### src/common/act_cmd_pkg.sv
`default_nettype none
package act_cmd_pkg;
  // register byte offsets
  localparam logic [7:0] OFS_SLOT_SEL = 8'h00;
  localparam logic [7:0] OFS_GROUP_KEY = 8'h04;
  localparam logic [7:0] OFS_GROUP_MASK = 8'h08;
  localparam logic [7:0] OFS_ROLE = 8'h0C;
  localparam logic [7:0] OFS_SOURCE = 8'h10;
  localparam logic [7:0] OFS_EDGE = 8'h14;
  localparam logic [7:0] OFS_LEAD = 8'h18;
  localparam logic [7:0] OFS_UNIT_KEY = 8'h1C;
  localparam logic [7:0] OFS_STATUS = 8'h20;
  localparam logic [7:0] OFS_TS_RST = 8'h24;
  // field positions
  localparam int STAT_BUSY_BIT = 0;
  localparam int STAT_DROP_BIT = 1;
  localparam int STAT_PEND_LSB = 4;
  localparam int STAT_CNT_LSB = 16;
  // slots and widths
  localparam int SLOT_COUNT = 3;
  localparam int ORIG_SLOT = 3;
  localparam int TS_RST_SLOT = 2;
  localparam int SEL_W = 4;
  localparam int KEY_W = 32;
  localparam int TIME_W = 64;
  localparam int NUM_EVENTS = 7;
  // reset values
  localparam logic [SEL_W-1:0] SLOT_SEL_RST = 4'h1;
  localparam logic [KEY_W-1:0] GROUP_KEY_RST = 32'h0;
  localparam logic [KEY_W-1:0] GROUP_MASK_RST = 32'h0;
  localparam logic [KEY_W-1:0] UNIT_KEY_RST = 32'h0;
  localparam logic [KEY_W-1:0] LEAD_RST = 32'h0;
  localparam logic EDGE_RST = 1'b1;
  // originating sources; event k is events_i[k-1]
  typedef enum logic [3:0] {
    SRC_OFF, SRC_ACCEPTED_TRIGGER, SRC_REJECTED_TRIGGER, SRC_FRAME_BEGIN,
    SRC_EXPOSURE_BEGIN, SRC_EXPOSURE_FINISH, SRC_TIMER_ONE_DONE,
    SRC_COUNTER_ONE_DONE, SRC_LINE_ONE, SRC_LINE_TWO
  } src_sel_t;
  typedef enum logic {ROLE_LISTENER, ROLE_ORIGINATOR} role_t;
  typedef enum logic {TX_IDLE, TX_SEND} tx_state_t;
endpackage
`default_nettype wire

### src/origin_event_picker.sv
`timescale 1ns/1ps
`default_nettype none
module origin_event_picker
  import act_cmd_pkg::*;
(
  input wire logic sys_clk_i,
  input wire logic reset_n_i,
  input wire src_sel_t source_i,
  input wire logic rise_edge_i,
  input wire logic [NUM_EVENTS-1:0] events_i,
  input wire logic line_one_i,
  input wire logic line_two_i,
  output logic fire_o
);
  logic [1:0] prev_d;
  logic [1:0] prev_q;
  logic fire_d;

  // edge of a line in the chosen direction
  function automatic logic edge_hit(input logic now, input logic prev, input logic rise);
    edge_hit = rise ? (now & ~prev) : (~now & prev);
  endfunction

  // source select and edge detection
  always_comb begin
    prev_d = {line_two_i, line_one_i};
    case (source_i)
      SRC_OFF: fire_d = 1'b0;
      SRC_LINE_ONE: fire_d = edge_hit(line_one_i, prev_q[0], rise_edge_i);
      SRC_LINE_TWO: fire_d = edge_hit(line_two_i, prev_q[1], rise_edge_i);
      default: fire_d = events_i[3'(source_i - 4'h1)];
    endcase
  end

  always_ff @(posedge sys_clk_i) begin
    if (!reset_n_i) begin
      // start from the present line levels so a line idling high gives no false edge
      prev_q <= prev_d;
      fire_o <= 1'b0;
    end else begin
      prev_q <= prev_d;
      fire_o <= fire_d;
    end
  end
endmodule
`default_nettype wire

### src/sched_wait.sv
`timescale 1ns/1ps
`default_nettype none
module sched_wait
  import act_cmd_pkg::*;
#(
  parameter int TW = TIME_W
) (
  input wire logic sys_clk_i,
  input wire logic reset_n_i,
  input wire logic load_i,
  input wire logic [TW-1:0] exec_time_i,
  input wire logic [TW-1:0] now_i,
  output logic fire_o,
  output logic pending_o
);
  logic pend_d;
  logic pend_q;
  logic [TW-1:0] exec_d;
  logic [TW-1:0] exec_q;

  if (TW < 1) begin : g_chk
    $error("sched_wait: time width too small");
  end

  // fires once the time has reached the stored execution time
  assign fire_o = pend_q && (now_i >= exec_q);
  assign pending_o = pend_q;

  // a new load replaces any waiting one
  always_comb begin
    pend_d = pend_q;
    exec_d = exec_q;
    if (load_i) begin
      pend_d = 1'b1;
      exec_d = exec_time_i;
    end else if (fire_o) begin
      pend_d = 1'b0;
    end
  end

  always_ff @(posedge sys_clk_i) begin
    if (!reset_n_i) begin
      pend_q <= 1'b0;
      exec_q <= '0;
    end else begin
      pend_q <= pend_d;
      exec_q <= exec_d;
    end
  end
endmodule
`default_nettype wire

### src/action_command_control.sv
`timescale 1ns/1ps
`default_nettype none
module action_command_control
  import act_cmd_pkg::*;
#(
  parameter int NUM_SLOTS = SLOT_COUNT
) (
  input wire logic sys_clk_i,
  input wire logic reset_n_i,
  input wire logic [7:0] reg_addr_i,
  input wire logic [31:0] reg_wdata_i,
  input wire logic reg_wr_i,
  input wire logic reg_rd_i,
  output logic [31:0] reg_rdata_o,
  input wire logic rx_valid_i,
  input wire logic [KEY_W-1:0] rx_device_key_i,
  input wire logic [KEY_W-1:0] rx_group_key_i,
  input wire logic [KEY_W-1:0] rx_group_mask_i,
  input wire logic rx_scheduled_i,
  input wire logic [TIME_W-1:0] rx_exec_time_i,
  input wire logic [TIME_W-1:0] time_now_i,
  input wire logic [NUM_EVENTS-1:0] trig_events_i,
  input wire logic input_line_one_i,
  input wire logic input_line_two_i,
  output logic tx_valid_o,
  input wire logic tx_ready_i,
  output logic [KEY_W-1:0] tx_device_key_o,
  output logic [KEY_W-1:0] tx_group_key_o,
  output logic [KEY_W-1:0] tx_group_mask_o,
  output logic tx_scheduled_o,
  output logic [TIME_W-1:0] tx_exec_time_o,
  output logic [NUM_SLOTS:1] action_pulse_o,
  output logic ts_reset_o
);
  if (NUM_SLOTS < ORIG_SLOT || NUM_SLOTS > 12) begin : g_chk
    $error("action_command_control: NUM_SLOTS out of range");
  end

  // configuration state
  logic [SEL_W-1:0] sel_d, sel_q;
  logic [KEY_W-1:0] gkey_d [1:NUM_SLOTS];
  logic [KEY_W-1:0] gkey_q [1:NUM_SLOTS];
  logic [KEY_W-1:0] gmask_d [1:NUM_SLOTS];
  logic [KEY_W-1:0] gmask_q [1:NUM_SLOTS];
  role_t role_d [1:NUM_SLOTS];
  role_t role_q [1:NUM_SLOTS];
  src_sel_t src_d [1:NUM_SLOTS];
  src_sel_t src_q [1:NUM_SLOTS];
  logic edge_d [1:NUM_SLOTS];
  logic edge_q [1:NUM_SLOTS];
  logic [KEY_W-1:0] lead_d [1:NUM_SLOTS];
  logic [KEY_W-1:0] lead_q [1:NUM_SLOTS];
  logic [KEY_W-1:0] unit_key_d, unit_key_q;
  logic ts_rst_en_d, ts_rst_en_q;
  logic drop_d, drop_q;
  logic [7:0] match_cnt_d, match_cnt_q;
  logic [31:0] rdata_d;

  // listener and transmit state
  logic [NUM_SLOTS:1] hit, imm, sw_load, sw_fire, pend, pulse_d;
  logic ts_reset_d;
  tx_state_t tx_state_d, tx_state_q;
  logic [KEY_W-1:0] tx_gkey_d, tx_gmask_d;
  logic tx_sched_d;
  logic [TIME_W-1:0] tx_time_d;
  logic orig_fire, tx_start;

  // match test on a received command
  function automatic logic match_ok(
    input logic [KEY_W-1:0] dev, input logic [KEY_W-1:0] key,
    input logic [KEY_W-1:0] mask, input logic [KEY_W-1:0] unit,
    input logic [KEY_W-1:0] skey, input logic [KEY_W-1:0] smask);
    match_ok = (dev == unit) && (key == skey) && ((mask & smask) != '0);
  endfunction

  // slot register writes go to the selected slot; unit key and timestamp reset are shared
  // refused selector values keep the slot index inside the arrays
  always_comb begin
    sel_d = sel_q;
    gkey_d = gkey_q;
    gmask_d = gmask_q;
    role_d = role_q;
    src_d = src_q;
    edge_d = edge_q;
    lead_d = lead_q;
    unit_key_d = unit_key_q;
    ts_rst_en_d = ts_rst_en_q;
    if (reg_wr_i) begin
      if (reg_addr_i == OFS_SLOT_SEL) begin
        if (reg_wdata_i >= 32'h1 && reg_wdata_i <= 32'(NUM_SLOTS)) begin
          sel_d = reg_wdata_i[SEL_W-1:0];
        end
      end else if (reg_addr_i == OFS_GROUP_KEY) begin
        gkey_d[sel_q] = reg_wdata_i;
      end else if (reg_addr_i == OFS_GROUP_MASK) begin
        gmask_d[sel_q] = reg_wdata_i;
      end else if (reg_addr_i == OFS_ROLE) begin
        if (reg_wdata_i[0] && sel_q == SEL_W'(ORIG_SLOT)) begin
          role_d[sel_q] = ROLE_ORIGINATOR;
        end else begin
          role_d[sel_q] = ROLE_LISTENER;
        end
      end else if (reg_addr_i == OFS_SOURCE) begin
        if (reg_wdata_i <= 32'(SRC_LINE_TWO)) begin
          src_d[sel_q] = src_sel_t'(reg_wdata_i[3:0]);
        end
      end else if (reg_addr_i == OFS_EDGE) begin
        edge_d[sel_q] = reg_wdata_i[0];
      end else if (reg_addr_i == OFS_LEAD) begin
        lead_d[sel_q] = reg_wdata_i;
      end else if (reg_addr_i == OFS_UNIT_KEY) begin
        unit_key_d = reg_wdata_i;
      end else if (reg_addr_i == OFS_TS_RST) begin
        ts_rst_en_d = reg_wdata_i[0];
      end
    end
  end

  // read data, valid only in the cycle after the strobe
  always_comb begin
    rdata_d = 32'h0;
    if (reg_rd_i) begin
      if (reg_addr_i == OFS_SLOT_SEL) begin
        rdata_d[SEL_W-1:0] = sel_q;
      end else if (reg_addr_i == OFS_GROUP_KEY) begin
        rdata_d = gkey_q[sel_q];
      end else if (reg_addr_i == OFS_GROUP_MASK) begin
        rdata_d = gmask_q[sel_q];
      end else if (reg_addr_i == OFS_ROLE) begin
        rdata_d[0] = role_q[sel_q];
      end else if (reg_addr_i == OFS_SOURCE) begin
        rdata_d[3:0] = src_q[sel_q];
      end else if (reg_addr_i == OFS_EDGE) begin
        rdata_d[0] = edge_q[sel_q];
      end else if (reg_addr_i == OFS_LEAD) begin
        rdata_d = lead_q[sel_q];
      end else if (reg_addr_i == OFS_UNIT_KEY) begin
        rdata_d = unit_key_q;
      end else if (reg_addr_i == OFS_STATUS) begin
        rdata_d[STAT_BUSY_BIT] = (tx_state_q == TX_SEND);
        rdata_d[STAT_DROP_BIT] = drop_q;
        rdata_d[STAT_PEND_LSB +: NUM_SLOTS] = pend;
        rdata_d[STAT_CNT_LSB +: 8] = match_cnt_q;
      end else if (reg_addr_i == OFS_TS_RST) begin
        rdata_d[0] = ts_rst_en_q;
      end
    end
  end

  // per-slot listener: match, immediate or scheduled pulse
  // a slot set as originator never answers received commands
  for (genvar s = 1; s <= NUM_SLOTS; s++) begin : g_slot
    assign hit[s] = rx_valid_i && (role_q[s] == ROLE_LISTENER) &&
      match_ok(rx_device_key_i, rx_group_key_i, rx_group_mask_i,
               unit_key_q, gkey_q[s], gmask_q[s]);
    assign imm[s] = hit[s] && !rx_scheduled_i;
    assign sw_load[s] = hit[s] && rx_scheduled_i;
    assign pulse_d[s] = imm[s] || sw_fire[s];

    // a newer scheduled match replaces a waiting one in this slot
    sched_wait #(.TW(TIME_W)) u_wait (
      .sys_clk_i(sys_clk_i),
      .reset_n_i(reset_n_i),
      .load_i(sw_load[s]),
      .exec_time_i(rx_exec_time_i),
      .now_i(time_now_i),
      .fire_o(sw_fire[s]),
      .pending_o(pend[s])
    );

    if (s != ORIG_SLOT) begin : g_lis

    end
  end

  // slot two pulse may reset the timestamp
  assign ts_reset_d = ts_rst_en_q && pulse_d[TS_RST_SLOT];

  // originating event picker for the originator slot
  origin_event_picker u_pick (
    .sys_clk_i(sys_clk_i),
    .reset_n_i(reset_n_i),
    .source_i(src_q[ORIG_SLOT]),
    .rise_edge_i(edge_q[ORIG_SLOT]),
    .events_i(trig_events_i),
    .line_one_i(input_line_one_i),
    .line_two_i(input_line_two_i),
    .fire_o(orig_fire)
  );

  // only the originator slot starts a request, and only when nothing is outstanding
  assign tx_start = (tx_state_q == TX_IDLE) && orig_fire && (role_q[ORIG_SLOT] == ROLE_ORIGINATOR);
  assign tx_valid_o = (tx_state_q == TX_SEND);

  // transmit request: hold until taken; events while busy are dropped
  always_comb begin
    tx_state_d = tx_state_q;
    tx_gkey_d = tx_group_key_o;
    tx_gmask_d = tx_group_mask_o;
    tx_sched_d = tx_scheduled_o;
    tx_time_d = tx_exec_time_o;
    drop_d = drop_q;
    // the clear comes first, so a drop in the same cycle still sets the flag
    if (reg_wr_i && reg_addr_i == OFS_STATUS && reg_wdata_i[STAT_DROP_BIT]) begin
      drop_d = 1'b0;
    end
    case (tx_state_q)
      TX_IDLE: begin
        if (tx_start) begin
          tx_state_d = TX_SEND;
          tx_gkey_d = gkey_q[ORIG_SLOT];
          tx_gmask_d = gmask_q[ORIG_SLOT];
          tx_sched_d = (lead_q[ORIG_SLOT] != '0);
          tx_time_d = (lead_q[ORIG_SLOT] != '0) ? time_now_i + TIME_W'(lead_q[ORIG_SLOT]) : '0;
        end
      end
      TX_SEND: begin
        if (tx_ready_i) begin
          tx_state_d = TX_IDLE;
        end
        if (orig_fire) begin
          drop_d = 1'b1;
        end
      end
      default: tx_state_d = TX_IDLE;
    endcase
  end

  // count of accepted commands
  // wraps after 255, so software should read differences
  always_comb begin
    match_cnt_d = match_cnt_q;
    if (|hit) begin
      match_cnt_d = match_cnt_q + 8'h01;
    end
  end

  always_ff @(posedge sys_clk_i) begin
    if (!reset_n_i) begin
      // keys and masks start cleared, so nothing matches until software sets them
      sel_q <= SLOT_SEL_RST;
      for (int i = 1; i <= NUM_SLOTS; i++) begin
        gkey_q[i] <= GROUP_KEY_RST;
        gmask_q[i] <= GROUP_MASK_RST;
        role_q[i] <= ROLE_LISTENER;
        src_q[i] <= SRC_OFF;
        edge_q[i] <= EDGE_RST;
        lead_q[i] <= LEAD_RST;
      end
      unit_key_q <= UNIT_KEY_RST;
      ts_rst_en_q <= 1'b0;
      drop_q <= 1'b0;
      match_cnt_q <= 8'h00;
      reg_rdata_o <= 32'h0;
      action_pulse_o <= '0;
      ts_reset_o <= 1'b0;
      tx_state_q <= TX_IDLE;
      tx_group_key_o <= '0;
      tx_group_mask_o <= '0;
      tx_scheduled_o <= 1'b0;
      tx_exec_time_o <= '0;
    end else begin
      sel_q <= sel_d;
      gkey_q <= gkey_d;
      gmask_q <= gmask_d;
      role_q <= role_d;
      src_q <= src_d;
      edge_q <= edge_d;
      lead_q <= lead_d;
      unit_key_q <= unit_key_d;
      ts_rst_en_q <= ts_rst_en_d;
      drop_q <= drop_d;
      match_cnt_q <= match_cnt_d;
      reg_rdata_o <= rdata_d;
      action_pulse_o <= pulse_d;
      ts_reset_o <= ts_reset_d;
      tx_state_q <= tx_state_d;
      tx_group_key_o <= tx_gkey_d;
      tx_group_mask_o <= tx_gmask_d;
      tx_scheduled_o <= tx_sched_d;
      tx_exec_time_o <= tx_time_d;
    end
  end

  // outgoing device key follows the unit match value
  assign tx_device_key_o = unit_key_q;
endmodule
`default_nettype wire

### config.mk
export PLATFORM = sky130hd
export DESIGN_NAME = action_command_control
export DESIGN_NICKNAME = d
export VERILOG_FILES = /design/src/common/act_cmd_pkg.sv /design/src/origin_event_picker.sv /design/src/sched_wait.sv /design/src/action_command_control.sv
export SDC_FILE = /design/constraint.sdc
export NUM_CORES = 2
export LEC_CHECK = 0
export BUFFER_PORTS_ARGS = -buffer_cell sky130_fd_sc_hd__buf_2
export CORE_ASPECT_RATIO = 1.2
export CORE_UTILIZATION = 40
export CTS_CLUSTER_DIAMETER = 50
export DETAILED_ROUTE_END_ITERATION = 8
export SLEW_MARGIN = 20
export SYNTH_ARGS = -nofsm -noshare
export SYNTH_HDL_FRONTEND = slang
export SYNTH_HIERARCHICAL = 1
export SYNTH_SLANG_ARGS = --single-unit
### constraint.sdc
create_clock -name sys_clk_i -period 3.2 [get_ports sys_clk_i]
set_input_delay 0.64 -clock sys_clk_i [delete_from_list [all_inputs] [get_ports sys_clk_i]]
set_output_delay 0.64 -clock sys_clk_i [all_outputs]
set_load 0.01 [all_outputs]
==> flow_summary_export.csv <==
group,metric,value,unit
worst_setup_path,worst_path_most_repeated_cell,"buf_4",
pwr,p_leak,17.8,nW
grt,antenna_found_initial,9,
detailed_routing,vias,36926,
run_status,run_status,"completed",
pwr,internal-power,15.6,mW
floorplanning,initial_core_util,40.5,%
worst_setup_path,crit_family,"simple AND/OR/NAND/NOR gates",
place,dpl.hpwl,122,mm
cells_and_area,final_area,46900,sq um
sta,worst_slew_pin_slew,1.08,ns
cts,clk_latency,0.68,ns
logic_synthesis,ys_types,90,
cells_and_area,nNetsFinal,5746,
grt,grt_pass1_vias,35217,
worst_setup_path,critPathLaunchType,"register",
worst_setup_path,reg2reg_slack,0.16,ns
floorplanning,pin_count,478,
floorplanning,rows,123,
floorplanning,chipHeight,340,um
cts,cts_resized,0,
worst_setup_path,rr_worst_depth,13,
cts,clkTransAtPathRegs,0.06,ns
detailed_routing,met1Wirelength,65.0,mm
worst_hold_path,hold_path_class,"in -> reg",
worst_setup_path,path_class,"reg -> reg",
worst_setup_path,critical_path.max_stage_delay,0.55,ns
sta,slew_headroom,28.1,%
sta,fin_crit,3.04,ns
detailed_routing,wl_met3,11.5,mm
sta,setup_viol,0,
cells_and_area,multi_input_area,22000,sq um
place,placed_area,43800,sq um
cells_and_area,syn_to_final_growth,23.0,%
pwr,ir_drop,0.000461,V
worst_setup_path,cp.arrival,3.59,ns
worst_setup_path,endpoint,"g_slot[1].u_wait/exec_q[39]",
sta,hold_viol,0,
logic_synthesis,synth.avg_cell_area,8.23,sq um
pwr,switching_share,25.9,%
floorplanning,core_area,94200,sq um
worst_setup_path,cp_data_required_time,3.75,ns
worst_setup_path,crit_path_max_fanout,18,
grt,grt_start_max_net_pins,204,
grt,grt_overflow_total,0,
sta,finalCritPeriodShare,95.0,%
grt,grt_pass1_wl,233,mm
detailed_routing,drc,0,
sta,fmax,0.329,GHz
detailed_routing,ant_nets,0,
logic_synthesis,syn-num-nets,5145,
detailed_routing,top_layer,"met5",
worst_setup_path,cp_cell_sequence,"xnor2_1 > buf_4 > nand4_1 > or4_1 > nor4_1 > buf_4 > nand3_1 > buf_4 > nor2_4 > buf_12 > buf_12 > mux2i_1 > nor2b_1",
sta,skew,0.0294,ns
floorplanning,die_area,96600,sq um
place,io_buffers,477,
detailed_routing,drtIter0Drc,3492,
worst_setup_path,r2r-end,"g_slot[1].u_wait/exec_q[39]",
cts,cts_buffers,90,
pwr,seqPwrFrac,42.4,%
cts,h-tree-depth,3,
place,gpl.final_weighted_congestion,0.993,
grt,grt_use_total,32.3,%
cells_and_area,drive_gt1_share,21.1,%
cells_and_area,regArea,14300,sq um
cts,post-cts-setup-buffer-count,0,
detailed_routing,finalWirelength,162,mm
detailed_routing,wl_met2,74.0,mm
cells_and_area,final_util,49.8,%
logic_synthesis,mappedNetlistArea,38200,sq um
worst_setup_path,cp_slowest_cell,"or4_1",
cts,postCtsHoldBufs,0,
pwr,pwr-share-clk,50.2,%
pwr,pwr_density_cell,448,nW/um^2
logic_synthesis,synth-seq-cells,716,
cts,cts.sinks,716,
worst_setup_path,path_depth,13,
cts,cts_tree,"built",
logic_synthesis,ys.flop_type,"dfxtp_1",
sta,hold_slack,0.111,ns
worst_setup_path,r2r-start,"gkey_q[93]",
sta,rsz0062_at_grt,"false",
logic_synthesis,synth-async-reset-ratio,0,%
worst_setup_path,crit_start,"gkey_q[93]",
flow_run,max_cap_viol_count,0,
sta,drv_slew,0,
sta,setup_tns,0,ns
cts,root_buffer,"clkbuf_16",
pwr,p_switching,5.45,mW
logic_synthesis,yosysSeqAreaShare,37.6,%
logic_synthesis,synth_edf_count,0,
worst_setup_path,crit_path_end_kind,"register",
cts,clockBufferDepth,3,
worst_hold_path,hp-start,"input_line_two_i",
cells_and_area,n_fill_cell,9172,
logic_synthesis,ys_warn_count,6,
logic_synthesis,syn_inst,4636,
worst_setup_path,path_buf_inv,5,
detailed_routing,wl_per_cell,24.6,um
pwr,pwr-share-comb,7.3,%
floorplanning,die_w,284,um
detailed_routing,viasPerCell,5.63,
detailed_routing,firstDrtPassIters,6,
==> kinds of logic (layout without fill, tap and decap cells) <==
| logic type | after synthesis | after routing | synth area share, % |
|---|---|---|---|
| compound gates | 1034 | 1034 | 17.0 |
| xor+xnor | 161 | 161 | 3.72 |
| fa+ha+maj | 229 | 229 | 7.53 |
| buf+inv | 510 | 1186 | 5.13 |
| flops | 716 | 716 | 37.6 |
| mux | 316 | 316 | 8.71 |
| other cells | 0 | 1 | 0 |
| simple gates | 1670 | 1670 | 20.4 |
==> routing by layer <==
| metal | vias to the layer above | track usage (%) |
|---|---|---|
| li1 | 17415 | - |
| met1 | 17553 | 39.6 |
| met2 | 1580 | 52.9 |
| met3 | 376 | 5.11 |
| met4 | 2 | 20.4 |
| met5 | - | 0 |
==> area by class of cell <==
type                       count  share of cell area [%]
inverter                     224                    1.81
tap                         1250                    3.33
multi-input combinational   3410                    46.8
sequential                   716                    30.6
antenna                        1                 0.00533
timing repair buffer         795                    10.9
clock inverter                50                    1.26
clock buffer                 117                    5.30
==> state kept, by name, indices dropped and copies added, names as in the netlist, 3 cells and up, named ones only <==
register,count
tx_group_key_o,32
lead_q,96
g_slot.u_wait/exec_q,192
gkey_q,96
g_slot.u_wait/pending_o,3
sel_q,4
edge_q,3
tx_group_mask_o,32
match_cnt_q,8
action_pulse_o,3
reg_rdata_o,32
tx_device_key_o,32
src_q,12
gmask_q,96
tx_exec_time_o,64
==> power groups by stage <==
stage / combinational [mW] / clock [mW] / sequential [mW]
after floorplan: 0.650 / 0 / 9.12
after global placement: 1.50 / 0 / 9.11
after detailed placement: 1.51 / 0 / 9.11
after CTS: 1.51 / 10.7 / 8.92
after global routing: 1.64 / 11.1 / 8.91
final: 1.54 / 10.6 / 8.92
==> worst min-delay path by stage <==
stage                              end  slack, ns  cells past startpoint
finish                u_pick/prev_q[1]       0.11                      1
CTS                   u_pick/prev_q[1]       0.08                      1
detailed placement          lead_q[65]       0.44                      2
global route          u_pick/prev_q[0]       0.10                      1
global placement    tx_exec_time_o[37]       0.43                      2
floorplan                   lead_q[64]       0.43                      2
==> placed cells by master (no fill, tap or decap), drive strengths merged, types with 101 or more instances in the layout <==
master / count
a21oi: 512
a22oi: 139
buf: 795
clkbuf: 117
dfxtp: 716
ha: 228
inv: 242
mux2: 105
mux2i: 209
nand2: 928
nand3: 101
nor2: 138
nor2b: 198
o21ai: 101
==> cells in the mapped netlist, types with 12 or more instances <==
library cell,n,area (sq um)
nor4_1,51,319
a21o_1,57,428
mux2i_1,209,2090
nand4_1,74,463
buf_2,32,160
and2_1,14,87.6
buf_1,17,63.8
nor2_1,137,514
and4_1,24,210
xnor2_1,67,587
a31oi_1,12,75.1
dfxtp_1,716,14300
xor2_1,93,815
a221o_1,14,140
a21oi_1,509,2550
a221oi_1,15,131
nand3_1,101,505
o21ai_0,89,445
nor2b_1,198,1240
o211ai_1,29,218
clkbuf_1,236,886
mux2_2,103,1160
inv_1,223,837
and3_1,19,119
a32oi_1,19,166
nor3_1,41,205
o22ai_1,33,206
a22oi_1,139,1040
ha_1,228,2850
or4_1,12,90.1
nand2_1,928,3480
==> through the flow <==
step | setup WS [ns] | std cells | power (mW)
CTS | 0.159 | 6561 | 21.1
finish | 0.160 | 6563 | 21.0
global route | 0.00685 | 6562 | 21.6
detailed placement | -0.194 | 6394 | 10.6
floorplan | 0.194 | 4636 | 9.77
global placement | -0.170 | 6394 | 10.6
Power figures use the tool's default switching activity.
